--- src/pkg/wgsoc_pkg.sv ---
`default_nettype none

package wgsoc_pkg;

    // ****************************************************************
    // Clock rates
    // ****************************************************************
    localparam int unsigned CLOCK_FREQ_KHZ    = 25000;
    localparam int unsigned FAST_OSC_FREQ_KHZ = 16000;
    localparam int unsigned OSC_ACC_WIDTH     = 6;
    localparam logic [5:0]  OSC_STEP          = 6'(FAST_OSC_FREQ_KHZ / 1000);
    localparam logic [5:0]  OSC_MODULUS       = 6'(CLOCK_FREQ_KHZ / 1000);
    localparam logic [5:0]  OSC_ACC_RESET     = 6'h00;

    // ****************************************************************
    // Clock source select encoding
    // ****************************************************************
    localparam logic CLK_SEL_SYSTEM = 1'b0;
    localparam logic CLK_SEL_FAST   = 1'b1;

    // ****************************************************************
    // Input source select encoding
    // ****************************************************************
    typedef enum logic [3:0] {
        SRC_PIN_REMAP   = 4'h0,
        SRC_COMP_ONE    = 4'h1,
        SRC_COMP_TWO    = 4'h2,
        SRC_CAPCMP_ONE  = 4'h3,
        SRC_CAPCMP_TWO  = 4'h4,
        SRC_LOGIC_ONE   = 4'h5,
        SRC_LOGIC_TWO   = 4'h6,
        SRC_LOGIC_THREE = 4'h7,
        SRC_LOGIC_FOUR  = 4'h8,
        SRC_PWM_THREE   = 4'h9,
        SRC_PWM_FOUR    = 4'hA
    } wgsoc_source_t;

    // ****************************************************************
    // Output stage
    // ****************************************************************
    localparam int unsigned NUM_OUTPUTS       = 4;
    localparam logic [3:0]  COMPLEMENT_MASK   = 4'hA;
    localparam logic [3:0]  PIN_OUT_RESET     = 4'h0;
    localparam logic [3:0]  PIN_EN_N_RESET    = 4'hF;
    localparam logic        WAVE_RESET        = 1'b0;
    localparam logic [1:0]  REMAP_SYNC_RESET  = 2'h0;

endpackage

`default_nettype wire

--- src/wgsoc_clock_select.sv ---
`timescale 1ns/1ps
`default_nettype none

module wgsoc_clock_select
    import wgsoc_pkg::*;
(
    // Clock and reset
    input  wire logic clock,
    input  wire logic reset,
    input  wire logic clock_enable,
    // Control
    input  wire logic clock_source_select,
    // Tick
    output logic      tick
);

    logic [5:0] acc_q;
    logic [5:0] acc_d;
    logic [5:0] sum;
    logic       wrap;

    // ****************************************************************
    // Fast oscillator model
    // ****************************************************************
    // The fast oscillator is modelled as a fractional enable of the
    // system clock: on average 16 ticks in every 25 cycles. This keeps
    // one clock domain at the cost of a small tick-to-tick jitter.
    always_comb begin
        sum   = acc_q + OSC_STEP;
        wrap  = (sum >= OSC_MODULUS);
        acc_d = acc_q;
        if (clock_enable) begin
            acc_d = wrap ? 6'(sum - OSC_MODULUS) : sum;
        end
    end

    always_ff @(posedge clock or posedge reset) begin
        if (reset) begin
            acc_q <= OSC_ACC_RESET;
        end else begin
            acc_q <= acc_d;
        end
    end

    // RULE_01: pick clock source.
    assign tick = (clock_source_select == CLK_SEL_SYSTEM) ? clock_enable : (clock_enable & wrap);
endmodule

`default_nettype wire

--- src/wgsoc_source_output.sv ---
`timescale 1ns/1ps
`default_nettype none

// How it works
// RULE_01: Clock from system or 16 MHz oscillator.
// RULE_02: One of eleven sources feeds the waveform.
// RULE_03: Four outputs, each with own enable.
// RULE_04: Cleared enable releases the pin entirely.
// RULE_05: Set enable drives override or waveform.
// RULE_06: Module disabled means no pin control.
// RULE_07: Polarity bit set means active high.
// RULE_08: Override levels never inverted by polarity.
// RULE_09: Steering and shutdown ignore polarity settings.
// RULE_10: Selected input sampled on selected clock.
module wgsoc_source_output
    import wgsoc_pkg::*;
(
    // Clock and reset
    input  wire logic       clock,
    input  wire logic       reset,
    input  wire logic       clock_enable,
    // Configuration
    input  wire logic       module_enable,
    input  wire logic       clock_source_select,
    input  wire logic [3:0] input_select,
    input  wire logic [3:0] output_enable_bits,
    input  wire logic [3:0] output_polarity_bits,
    input  wire logic [3:0] override_select,
    input  wire logic [3:0] override_levels,
    // Waveform sources
    input  wire logic       peripheral_pin_remap,
    input  wire logic       comparator_one_synced,
    input  wire logic       comparator_two_synced,
    input  wire logic       capture_compare_one_output,
    input  wire logic       capture_compare_two_output,
    input  wire logic       logic_cell_one_output,
    input  wire logic       logic_cell_two_output,
    input  wire logic       logic_cell_three_output,
    input  wire logic       logic_cell_four_output,
    input  wire logic       pulse_width_three_output,
    input  wire logic       pulse_width_four_output,
    // Output pins
    output logic [3:0]      pin_out,
    output logic [3:0]      pin_out_en_n,
    // Status
    output logic            source_level,
    output logic            source_select_valid
);

    logic [1:0] remap_sync_q;
    logic [1:0] remap_sync_d;
    logic       tick;
    logic       step;
    logic       selected;
    logic       sel_valid;
    logic       wave_q;
    logic       wave_d;
    logic [3:0] raw_wave;
    logic [3:0] pin_out_q;
    logic [3:0] pin_out_d;
    logic [3:0] pin_en_n_q;
    logic [3:0] pin_en_n_d;
    logic [3:0] driving;

    // ****************************************************************
    // Helpers
    // ****************************************************************
    function automatic logic apply_polarity(input logic level, input logic active_high);
        apply_polarity = active_high ? level : ~level;
    endfunction

    // ****************************************************************
    // Clock source
    // ****************************************************************
    wgsoc_clock_select u_clock_select (
        .clock               (clock),
        .reset               (reset),
        .clock_enable        (clock_enable),
        .clock_source_select (clock_source_select),
        .tick                (tick)
    );

    assign step = clock_enable & tick;

    // ****************************************************************
    // Input source selection
    // ****************************************************************
    // The remapped pin comes straight from a pad, so it is synchronised
    // before anything looks at it. The other sources are on-chip logic
    // on this clock and need no synchroniser.
    always_comb begin
        remap_sync_d = remap_sync_q;
        if (clock_enable) begin
            remap_sync_d = {remap_sync_q[0], peripheral_pin_remap};
        end
    end

    always_ff @(posedge clock or posedge reset) begin
        if (reset) begin
            remap_sync_q <= REMAP_SYNC_RESET;
        end else begin
            remap_sync_q <= remap_sync_d;
        end
    end

    // RULE_02: eleven-way source mux.
    always_comb begin
        sel_valid = 1'b1;
        unique case (wgsoc_source_t'(input_select))
            SRC_PIN_REMAP:   selected = remap_sync_q[1];
            SRC_COMP_ONE:    selected = comparator_one_synced;
            SRC_COMP_TWO:    selected = comparator_two_synced;
            SRC_CAPCMP_ONE:  selected = capture_compare_one_output;
            SRC_CAPCMP_TWO:  selected = capture_compare_two_output;
            SRC_LOGIC_ONE:   selected = logic_cell_one_output;
            SRC_LOGIC_TWO:   selected = logic_cell_two_output;
            SRC_LOGIC_THREE: selected = logic_cell_three_output;
            SRC_LOGIC_FOUR:  selected = logic_cell_four_output;
            SRC_PWM_THREE:   selected = pulse_width_three_output;
            SRC_PWM_FOUR:    selected = pulse_width_four_output;
            default: begin
                // Unused codes give a quiet low waveform.
                selected  = 1'b0;
                sel_valid = 1'b0;
            end
        endcase
    end

    // RULE_10: sample on selected clock.
    always_comb begin
        wave_d = wave_q;
        if (step) begin
            wave_d = selected;
        end
    end

    always_ff @(posedge clock or posedge reset) begin
        if (reset) begin
            wave_q <= WAVE_RESET;
        end else begin
            wave_q <= wave_d;
        end
    end

    // ****************************************************************
    // Output stage
    // ****************************************************************
    // Outputs A and C carry the waveform, B and D its complement. The
    // complement is formed before polarity so that steering does not
    // depend on how the pins are polarised.
    // RULE_09: steering before polarity.
    assign raw_wave = {4{wave_q}} ^ COMPLEMENT_MASK;

    always_comb begin
        pin_out_d  = pin_out_q;
        pin_en_n_d = pin_en_n_q;
        driving    = 4'h0;
        if (step) begin
            for (int i = 0; i < NUM_OUTPUTS; i++) begin
                // RULE_03: per-output enable.
                // RULE_06: module enable gates all.
                driving[i] = module_enable & output_enable_bits[i];
                if (!driving[i]) begin
                    // RULE_04: release the pin.
                    pin_out_d[i]  = 1'b0;
                    pin_en_n_d[i] = 1'b1;
                end else if (override_select[i]) begin
                    // RULE_05: override has priority.
                    // RULE_08: override not inverted.
                    pin_out_d[i]  = override_levels[i];
                    pin_en_n_d[i] = 1'b0;
                end else begin
                    // RULE_07: apply polarity.
                    pin_out_d[i]  = apply_polarity(raw_wave[i], output_polarity_bits[i]);
                    pin_en_n_d[i] = 1'b0;
                end
            end
        end
    end

    always_ff @(posedge clock or posedge reset) begin
        if (reset) begin
            pin_out_q  <= PIN_OUT_RESET;
            pin_en_n_q <= PIN_EN_N_RESET;
        end else begin
            pin_out_q  <= pin_out_d;
            pin_en_n_q <= pin_en_n_d;
        end
    end

    assign pin_out             = pin_out_q;
    assign pin_out_en_n        = pin_en_n_q;
    assign source_level        = wave_q;
    assign source_select_valid = sel_valid;
endmodule

`default_nettype wire

--- config.mk ---
export PLATFORM = sky130hd
export DESIGN_NAME = wgsoc_source_output
export DESIGN_NICKNAME = d
export VERILOG_FILES = /design/src/pkg/wgsoc_pkg.sv /design/src/wgsoc_clock_select.sv /design/src/wgsoc_source_output.sv
export SDC_FILE = /design/constraint.sdc
export NUM_CORES = 1
export LEC_CHECK = 0
export ABC_AREA = 0
export ABC_CLOCK_PERIOD_IN_PS = 6000
export BUFFER_PORTS_ARGS = -buffer_cell sky130_fd_sc_hd__buf_2
export CAP_MARGIN = 30
export CORE_AREA = 3 3 46 57
export DETAILED_ROUTE_END_ITERATION = 12
export DIE_AREA = 0 0 49 60
export GPL_TIMING_DRIVEN = 0
export PLACE_DENSITY = 0.91
export SLEW_MARGIN = 20
export SYNTH_ARGS = -nofsm -noshare
export SYNTH_HDL_FRONTEND = slang
export SYNTH_HIERARCHICAL = 1
export SYNTH_SLANG_ARGS = --single-unit
--- constraint.sdc ---
create_clock -name clock -period 6 [get_ports clock]
set_clock_uncertainty 0.15 [all_clocks]
set_input_delay 1.5 -clock clock [delete_from_list [all_inputs] [get_ports clock]]
set_output_delay 1.5 -clock clock [all_outputs]
set_load 0.02 [all_outputs]
==> metrics.txt, run 1 <==
post-CTS sizing 0; pwr dens 364 mW/mm^2; WL/cell between 10 and 15 um; area share of the largest cell type after synthesis 30.8%; Initial Util ~50%; Layout area overhead 26.9%; Synth Register Bits 17; outcome completed; Total Routing Usage GR 17.5%; Cell Chain, Critical Path buf_2, a21o_2, nand2_1, buf_2; final setup fails 0; Final Hold Viols 0; CP max stage delay 0.18 ns; root buffer cell clkbuf_4; Port Buffers 44; DR vias/cell 5.25; I/O pins 46; post-synthesis cell type count 37; initial antenna violation count 0; # fillers 168; Synth top cells by count 13 x dfrtp_1, 9 x nand2_1, 8 x o21ai_0; Clock Path Buffers 2; critical path required time 4.35 ns; register area share after synthesis between 40 and 50%; TritonCTS clock tree yes; grt ovf 0; Die Area roughly 0.003 sq mm; Pins Over Slew Limit 0; unrepaired setup endpoints after global routing false; Clock Sinks 17; DR top layer met3; Crit path arrival time 2.03 ns; Pwr Total just under 0.0005 W; vias in the first global route 994; count leader, synth dfrtp_1; Ant. Diodes 0; metal3 WL 139 um; first-pass GRT wire length 4110 um; worst vdd ir 336 uV; pin count of the biggest net entering global routing 13; Worst Setup Start Kind primary input; nets between 150 and 200; Main synth FF type dfrtp_1; die width 49 um; crit-path most repeated cell buf_2; slowest CP cell a21o_2; Worst Tran Pin Value 0.383 ns; Tmin final 3.68 ns; htree depth 1; Clock transition at path regs around 0.09 ns; syn_nets 146; Max Clk Rate 0.272 GHz; cell taking the most area after synthesis dfrtp_1; count of flip-flops with a built-in enable after synthesis 0; Post-Syn Area 0.00106 sq mm; Pleak approximately 0.64 nW; core area 0.00209 sq mm; Setup CP Type in -> out; Rows 18; Tcrit/Tclk final 61.3%; Syn. warnings 6; Setup TNS Final 0 ns; crit path max fanout 6; hold bufs inserted after CTS 0; Routed WL 2280 um; postcts setup bufs 0; vias 972; DR pass1 iterations 4; worst skew pair latency 0.27 ns; Residual DRC 0; layout cells sized above 1 a little over two fifths; Cells after Synth 107; Hold Path Class reg -> reg; starting DRC count in detailed routing 20; Die Ht 60 um; Num CTS Buffers 3; Slew headroom 74.4%; Avg Cell Area, Syn 9.87 sq um; Final GP Congestion 0.844; Max-Cap Viols 0; top cells by area, synth dfrtp_1 31%, dfstp_2 10%, o21ai_0 3.8%; remaining antenna violation count 0; CP Capture Type primary output; M1 wire length 902 um; ys async rst share 100%; met2 routed WL about 1200 um; HPWL after DPL 1930 um
critical path: cells and delay by family:
family / cells / cell delay (ns)
AND/OR/NAND/NOR: 1 / 0.05
buffers and inverters: 2 / 0.28
AO/OA/AOI/OAI: 1 / 0.18
through the flow:
stage                     std cells  hold slack, ns  utilization (%)  setup slack [ns]  instance area (sq um)
final                           185           0.341             64.0              2.32                   1340
after global routing            185           0.368             64.0              2.28                   1340
after CTS                       185           0.348             64.0              2.32                   1340
after detailed placement        181           0.325             62.7              2.33                   1310
after global placement          181           0.311             62.7              2.33                   1310
after floorplan                 107           0.325                -              2.38                   1060
state kept, by name, indices dropped and copies added (netlist names):
signal                count
pin_out                   4
pin_out_en_n              4
remap_sync_q              2
source_level              1
u_clock_select/acc_q      6
report_power, final:
group,switching (W),internal (W)
Combinational,0.000129,0.000108
Clock,0.0000318,0.0000257
Sequential,0.0000324,0.000161
cell families (layout without fill, tap and decap cells):
logic type	after synthesis	count (layout)	share of synthesized area, %
AO/OA/AOI/OAI	29	29	18.8
XOR/XNOR	8	8	6.63
multiplexers	5	5	5.45
flip-flops	17	17	40.8
AND/OR/NAND/NOR	35	35	19.7
adder cells (fa/ha/maj)	3	3	3.55
buffers and inverters	10	58	5.09
area by class of cell:
class | count | area, sq um | area share (%)
Multi-Input combinational cell | 80 | 572 | 42.7
Buffer | 3 | 27.5 | 2.05
Tap cell | 30 | 37.5 | 2.80
Sequential cell | 17 | 430 | 32.1
Inverter | 7 | 26.3 | 1.96
Timing Repair Buffer | 44 | 220 | 16.4
Clock buffer | 4 | 26.3 | 1.96
per-layer routing:
layer / track usage [%] / vias up
met5: 0 / -
li1: - / 477
met2: 35.3 / 30
met3: 4.49 / 0
met4: 2.44 / 0
met1: 18.6 / 465
placed cells by master (no fill, tap or decap), types with 2 or more instances in the layout:
master | synthesis | routed
nor2_1 | 4 | 4
inv_1 | 7 | 7
nand2b_1 | 2 | 2
nand3b_1 | 2 | 2
and2_1 | 2 | 2
dfrtp_1 | 13 | 13
xor2_1 | 4 | 4
nor3_1 | 3 | 3
mux2_2 | 2 | 2
nand2_1 | 9 | 9
o2111ai_1 | 2 | 2
o21a_1 | 4 | 4
ha_1 | 3 | 3
dfstp_2 | 4 | 4
clkbuf_4 | 0 | 3
mux2i_1 | 2 | 2
nand3_1 | 7 | 7
a21oi_1 | 6 | 6
o21ai_0 | 8 | 8
buf_2 | 1 | 45
buf_6 | 2 | 2
xnor2_1 | 4 | 4
final timing paths:
kind | startpoint | to | slack [ns] | cells past startpoint
setup / recovery | input_select[0] | source_select_valid | 2.32 | 4
hold / removal | pin_out[3] | pin_out[3] | 0.34 | 2
setup reg to reg | u_clock_select/acc_q[4] | source_level | 3.62 | 10
hold reg to reg | pin_out[3] | pin_out[3] | 0.34 | 2
max in group asynchronous | reset | pin_out_en_n[1] | 4.34 | 2
min in group asynchronous | reset | u_clock_select/acc_q[3] | 0.99 | 2
Power figures use the tool's default switching activity.
==> run 2: changes to the inputs <==
--- a/config.mk
+++ b/config.mk
@@ -6,14 +6,14 @@
 export NUM_CORES = 1
 export LEC_CHECK = 0
 export ABC_AREA = 0
-export ABC_CLOCK_PERIOD_IN_PS = 6000
+export ABC_CLOCK_PERIOD_IN_PS = 3590
 export BUFFER_PORTS_ARGS = -buffer_cell sky130_fd_sc_hd__buf_2
 export CAP_MARGIN = 30
-export CORE_AREA = 3 3 46 57
+export CORE_AREA = 3 3 48 59
 export DETAILED_ROUTE_END_ITERATION = 12
-export DIE_AREA = 0 0 49 60
+export DIE_AREA = 0 0 51 62
 export GPL_TIMING_DRIVEN = 0
-export PLACE_DENSITY = 0.91
+export PLACE_DENSITY = 0.85
 export SLEW_MARGIN = 20
 export SYNTH_ARGS = -nofsm -noshare
 export SYNTH_HDL_FRONTEND = slang
==> constraint.sdc (replaced) <==
create_clock -name clock -period 3.59 [get_ports clock]
set_clock_uncertainty 0.15 [all_clocks]
set_input_delay 0.8975 -clock clock [delete_from_list [all_inputs] [get_ports clock]]
set_output_delay 0.8975 -clock clock [all_outputs]
set_load 0.02 [all_outputs]
==> run 2 against run 1 <==
Register-to-register slack worse by 2.4 ns. Routed wire length up 9.0%. Critical path depth unchanged. Worst setup slack worse by 1.2 ns. Critical endpoint unchanged. Clock power up 73%.
==> metrics.txt, run 2 (synthesis gave the netlist of run 1 again) <==
Setup CP Type in -> out (unchanged); grt peak-use layer met2 (unchanged); Final Util 58.2% (was 64.0%); WL/cell 13.4 um (was 12.3 um); reg2reg setup slack 1.19 ns (was 3.62 ns); root buffer cell clkbuf_4 (unchanged); Worst Setup Start Kind primary input (unchanged); # fillers 220 (was 168); I/O pins 46 (unchanged); Routed WL 2490 um (was 2280 um); Pleak 0.641 nW (unchanged); Max-Cap Viols 0 (unchanged); CP max stage delay 0.19 ns (was 0.18 ns); Die Area 0.00316 sq mm (was 0.00294 sq mm); unrepaired setup endpoints after global routing false (unchanged); max FFs per register 6 (unchanged); critical path required time 2.54 ns (was 4.35 ns); most common cell after layout, fill and taps aside buf_2 (unchanged); pwr dens 611 mW/mm^2 (was 364 mW/mm^2); Layout area overhead 27.0% (was 26.9%); Ant. Diodes 0 (unchanged); sw frac 39.9% (was 39.7%); Hold WS 0.343 ns (was 0.341 ns); Tmin final ~2.5 ns; Cell Chain, Critical Path buf_2, a21o_2, nand2_1, buf_2 (unchanged); vias 970 (was 972); vias in the first global route 911 (was 994); Hold Path Class reg -> reg (unchanged); clock power share 12.1% (was 11.8%); Total Routing Usage GR 16.6% (was 17.5%); hold bufs inserted after CTS 0 (unchanged); DR pass1 iterations 4 (unchanged); pin count of the biggest net entering global routing 13 (unchanged); initial antenna violation count 0 (unchanged); commonest non-fill, non-tap cells in the layout 45 x buf_2, 13 x dfrtp_1, 9 x nand2_1 (unchanged); Port Buffers 44 (unchanged); Setup TNS Final 0 ns (unchanged); Num CTS Buffers 3 (unchanged); crit-path most repeated cell buf_2 (unchanged); remaining antenna violation count 0 (unchanged); crit path max fanout 6 (unchanged); Pwr Total 0.000819 W (was 0.000488 W); final setup fails 0 (unchanged); post-CTS sizing 0 (unchanged); die width 51 um (was 49 um); grt met3 use 2.86% (was 4.49%); Hold Crit Depth 2 (unchanged); Slew headroom 73.1% (was 74.4%); Worst Tran Pin Value 0.403 ns (was 0.383 ns); CP Capture Type primary output (unchanged); Rows 19 (was 18); internal power 0.000492 W (was 0.000294 W); starting DRC count in detailed routing 16 (was 20); slowest CP cell a21o_2 (unchanged); htree depth 1 (unchanged); Top reg by flops u_clock_select/acc_q (unchanged); dpl cells 182 (was 181); register area 430 sq um (unchanged); Clock Sinks 17 (unchanged); Comb power frac 48.4% (was 48.6%); Flop pwr share 39.4% (was 39.6%); TritonCTS clock tree yes (unchanged); Tcrit/Tclk final 69.1%; core area 0.00231 sq mm (was 0.00209 sq mm); Clock transition at path regs 0.09 ns (about the same); Worst R2R Path Depth 10 (unchanged); worst skew pair latency 0.29 ns (was 0.27 ns); Final GP Congestion 0.769 (was 0.844); nets 195 (unchanged); Final Hold Viols 0 (unchanged); worst vdd ir 399 uV (was 336 uV); Initial Util 45.8% (was 50.4%); DR vias/cell 5.22 (was 5.25); fin cells 186 (was 185); Die Ht 62 um (was 60 um); grt ovf 0 (unchanged); HPWL after DPL 2060 um (was 1930 um); Crit path arrival time 1.43 ns (was 2.03 ns); met1 Use GR 17.2% (was 18.6%); GR Util met2 32.8% (was 35.3%); Pins Over Slew Limit 0 (unchanged); Residual DRC 0 (unchanged); Max Clk Rate 0.403 GHz; outcome completed (unchanged); area of the multi-input gates 572 sq um (unchanged); Clock Path Buffers 2 (unchanged); postcts setup bufs 0 (unchanged); Sw Pwr 0.000327 W (was 0.000193 W); layout cells sized above 1 41.9% (unchanged); first-pass GRT wire length 3880 um (was 4110 um)
-- run 2: cell counts in the layout (fill, tap and decap cells not counted) --
No cell type changed its count.
-- run 2: per-layer routing --
layer | routed length, um | vias up
met5 | 0 | -
met4 | 44 | 0
met3 | 142 | 5
met2 | 1330 | 33
met1 | 966 | 452
li1 | - | 480
-- run 2: path summary, 6_finish.rpt --
check	from	to
setup / recovery	input_select[0]	source_select_valid
hold / removal	pin_out[3]	pin_out[3]
setup reg to reg	u_clock_select/acc_q[4]	source_level
hold reg to reg	pin_out[3]	pin_out[3]
max in group asynchronous	reset	pin_out_en_n[3]
min in group asynchronous	reset	u_clock_select/acc_q[4]
-- run 2: area by class of cell --
class	count	area share, %
well taps	31	2.89
plain buffers	3	2.05
clock buffers	4	1.96
inverters	7	1.96
multi-input cells	80	42.6
flip-flops and latches	17	32.1
repair buffers	44	16.4
-- run 2: power groups by stage --
stage	clock, W	sequential, W	combinational (W)
finish	0.0000995	0.000323	0.000397
global route	0.000111	0.000333	0.000449
CTS	0.000105	0.000323	0.000400
global placement	0	0.000322	0.000376
floorplan	0	0.000352	0.000265
detailed placement	0	0.000326	0.000398
-- run 2: worst max-delay path: cells and delay by family --
kind / cells / cell delay, ns
and+or+nand+nor: 1 / 0.05
AOI/OAI and AO/OA: 1 / 0.19
buffers and inverters: 2 / 0.30
-- run 2: stage by stage --
| stage | instance area [sq um] | setup slack (ns) |
|---|---|---|
| finish | 1340 | 1.11 |
| global route | 1340 | 0.953 |
| CTS | 1340 | 1.12 |
| detailed placement | 1320 | 1.12 |
| global placement | 1320 | 1.13 |
| floorplan | 1060 | 1.18 |
==> run 3: changes to the inputs <==
--- a/config.mk
+++ b/config.mk
@@ -6,7 +6,7 @@
 export NUM_CORES = 1
 export LEC_CHECK = 0
 export ABC_AREA = 0
-export ABC_CLOCK_PERIOD_IN_PS = 3590
+export ABC_CLOCK_PERIOD_IN_PS = 2480
 export BUFFER_PORTS_ARGS = -buffer_cell sky130_fd_sc_hd__buf_2
 export CAP_MARGIN = 30
 export CORE_AREA = 3 3 48 59
==> constraint.sdc (replaced) <==
create_clock -name clock -period 2.48 [get_ports clock]
set_clock_uncertainty 0.15 [all_clocks]
set_input_delay 0.62 -clock clock [delete_from_list [all_inputs] [get_ports clock]]
set_output_delay 0.62 -clock clock [all_outputs]
set_load 0.02 [all_outputs]
==> run 3 against run 2 <==
Sequential share of layout area fell by 0.33 points. Sequential power rose by 45%. Non-clock buffer count rose by 1. Die area did not move. Largest cell class unchanged. Highest routed layer unchanged. Largest power group unchanged.
==> metrics.txt, run 3 (synthesis gave the netlist of run 1 again) <==
Hold Path Class in -> async (was reg -> reg); crit path max fanout 7 (was 6); Clock Path Buffers 2 (unchanged); worst vdd ir 601 uV (was 399 uV); worst r2r src u_clock_select/acc_q[4] (unchanged); Worst Tran Pin Value 0.399 ns (was 0.403 ns); WL/cell 13.5 um (was 13.4 um); layout cells sized above 1 43.6% (was 41.9%); M1 wire length 999 um (was 966 um); pwr dens 895 mW/mm^2 (was 611 mW/mm^2); Tcrit/Tclk final 93.0%; remaining antenna violation count 0 (unchanged); starting DRC count in detailed routing 14 (was 16); CP Capture Type register (was primary output); post-route setup slack 0.173 ns (was 1.11 ns); Top reg by flops u_clock_select/acc_q (unchanged); Die Area 0.00316 sq mm (unchanged); Port Buffers 44 (unchanged); htree depth 1 (unchanged); metal3 WL 141 um (was 142 um); core area 0.00231 sq mm (unchanged); Crit path arrival time 2.37 ns (was 1.43 ns); DP Worst Slack 0.101 ns (was 1.12 ns); DR vias/cell 5.22 (about the same); Worst Setup Start Kind register (was primary input); initial antenna violation count 0 (unchanged); Residual DRC 0 (unchanged); final setup fails 0 (unchanged); Routed WL 2520 um (was 2490 um); # fillers 213 (was 220); Max-Cap Viols 0 (unchanged); TritonCTS clock tree yes (unchanged); Pins Over Slew Limit 0 (unchanged); Total Routing Usage GR 16.6% (unchanged); most common cell after layout, fill and taps aside buf_2 (unchanged); DR pass1 iterations 4 (unchanged); Ant. Diodes 0 (unchanged); Max Clk Rate approximately 0.43 GHz; I/O pins 46 (unchanged); outcome completed (unchanged); max FFs per register 6 (unchanged); worst skew pair latency 0.29 ns (about the same); Layout area overhead 28.3% (was 27.0%); Clock transition at path regs 0.09 ns (about the same); Die Ht 62 um (unchanged); root buffer cell clkbuf_4 (unchanged); Final GP Congestion 0.769 (unchanged); Tmin final between 2 and 2.5 ns; Rows 19 (unchanged); commonest non-fill, non-tap cells in the layout 45 x buf_2, 13 x dfrtp_1, 8 x nand2_1, 8 x o21ai_0 (was 45 x buf_2, 13 x dfrtp_1, 9 x nand2_1); Critical Path Source u_clock_select/acc_q[4] (was input_select[0]); met2 routed WL 1340 um (was 1330 um); Num CTS Buffers 3 (unchanged); unrepaired setup endpoints after global routing false (unchanged); vias 976 (was 970); DR top layer met4 (unchanged); critical path required time 2.54 ns (about the same); first-pass GRT wire length 3880 um (unchanged); nets 196 (was 195); Clock Sinks 17 (unchanged); grt ovf 0 (unchanged); Setup CP Type reg -> reg (was in -> out); pin count of the biggest net entering global routing 13 (unchanged); vias in the first global route 911 (unchanged); die width 51 um (unchanged); dpl cells 182 (unchanged); Final Hold Viols 0 (unchanged); Pleak 0.647 nW (was 0.641 nW); HPWL after DPL 2060 um (unchanged); Initial Util 45.8% (unchanged); Slew headroom 73.3% (was 73.1%); Setup TNS Final 0 ns (unchanged); fin cells 187 (was 186)
## run 3: changes by cell type in the layout (fill, tap and decap cells not counted), sizes merged
cell / delta
buf: +1
## run 3: worst max-delay path, cell delays in order (launching register included)
cell	delay (ns)
dfrtp_1	0.42
inv_1	0.06
ha_1	0.38
nor4b_4	0.34
o21ai_0	0.11
and2_1	0.17
nand2_2	0.15
nand2_1	0.09
o31ai_2	0.07
o21ai_1	0.10
a31oi_1	0.18
## run 3: metal layers
layer	GRT usage, %	vias to the layer above
li1	-	482
met1	17.2	456
met2	32.8	33
met3	2.86	5
met4	7.31	0
met5	0	-
## run 3: repair_timing
action                                  CTS  global route
hold buffers                              0             0
setup buffers                             0             1
gates resized for setup                   0             2
endpoints found under the setup margin    0             1
## run 3: power breakdown
| group | internal [W] | total (W) | switching (W) |
|---|---|---|---|
| Clock | 0.0000626 | 0.000147 | 0.0000844 |
| Sequential | 0.000389 | 0.000469 | 0.0000808 |
| Combinational | 0.000273 | 0.000596 | 0.000322 |
## run 3: final timing paths
path | endpoint | slack [ns] | cells after the start
max | source_level | 0.17 | 10
min | u_clock_select/acc_q[5] | 0.09 | 2
max reg2reg | source_level | 0.17 | 10
min reg2reg | pin_out[3] | 0.34 | 2
max in group asynchronous | pin_out_en_n[0] | 1.71 | 2
min in group clock | pin_out[3] | 0.34 | 2
## run 3: per-stage QoR
stage / util (%) / total power, W / instance area, sq um / hold slack (ns)
floorplan: - / 0.000894 / 1060 / 0.261
global placement: 57.0 / 0.00101 / 1320 / 0.314
detailed placement: 57.0 / 0.00105 / 1320 / 0.323
CTS: 58.2 / 0.00120 / 1340 / 0.0868
global route: 58.8 / 0.00132 / 1360 / 0.0929
finish: 58.8 / 0.00121 / 1360 / 0.0856
## run 3: area by class of cell
cell class / count / area (sq um) / area share, %
clock buffer: 4 / 26.3 / 1.94
buffer: 3 / 27.5 / 2.03
timing repair buffer: 45 / 228 / 16.8
inverter: 7 / 26.3 / 1.94
sequential: 17 / 430 / 31.8
multi-input combinational: 80 / 578 / 42.7
tap: 31 / 38.8 / 2.86
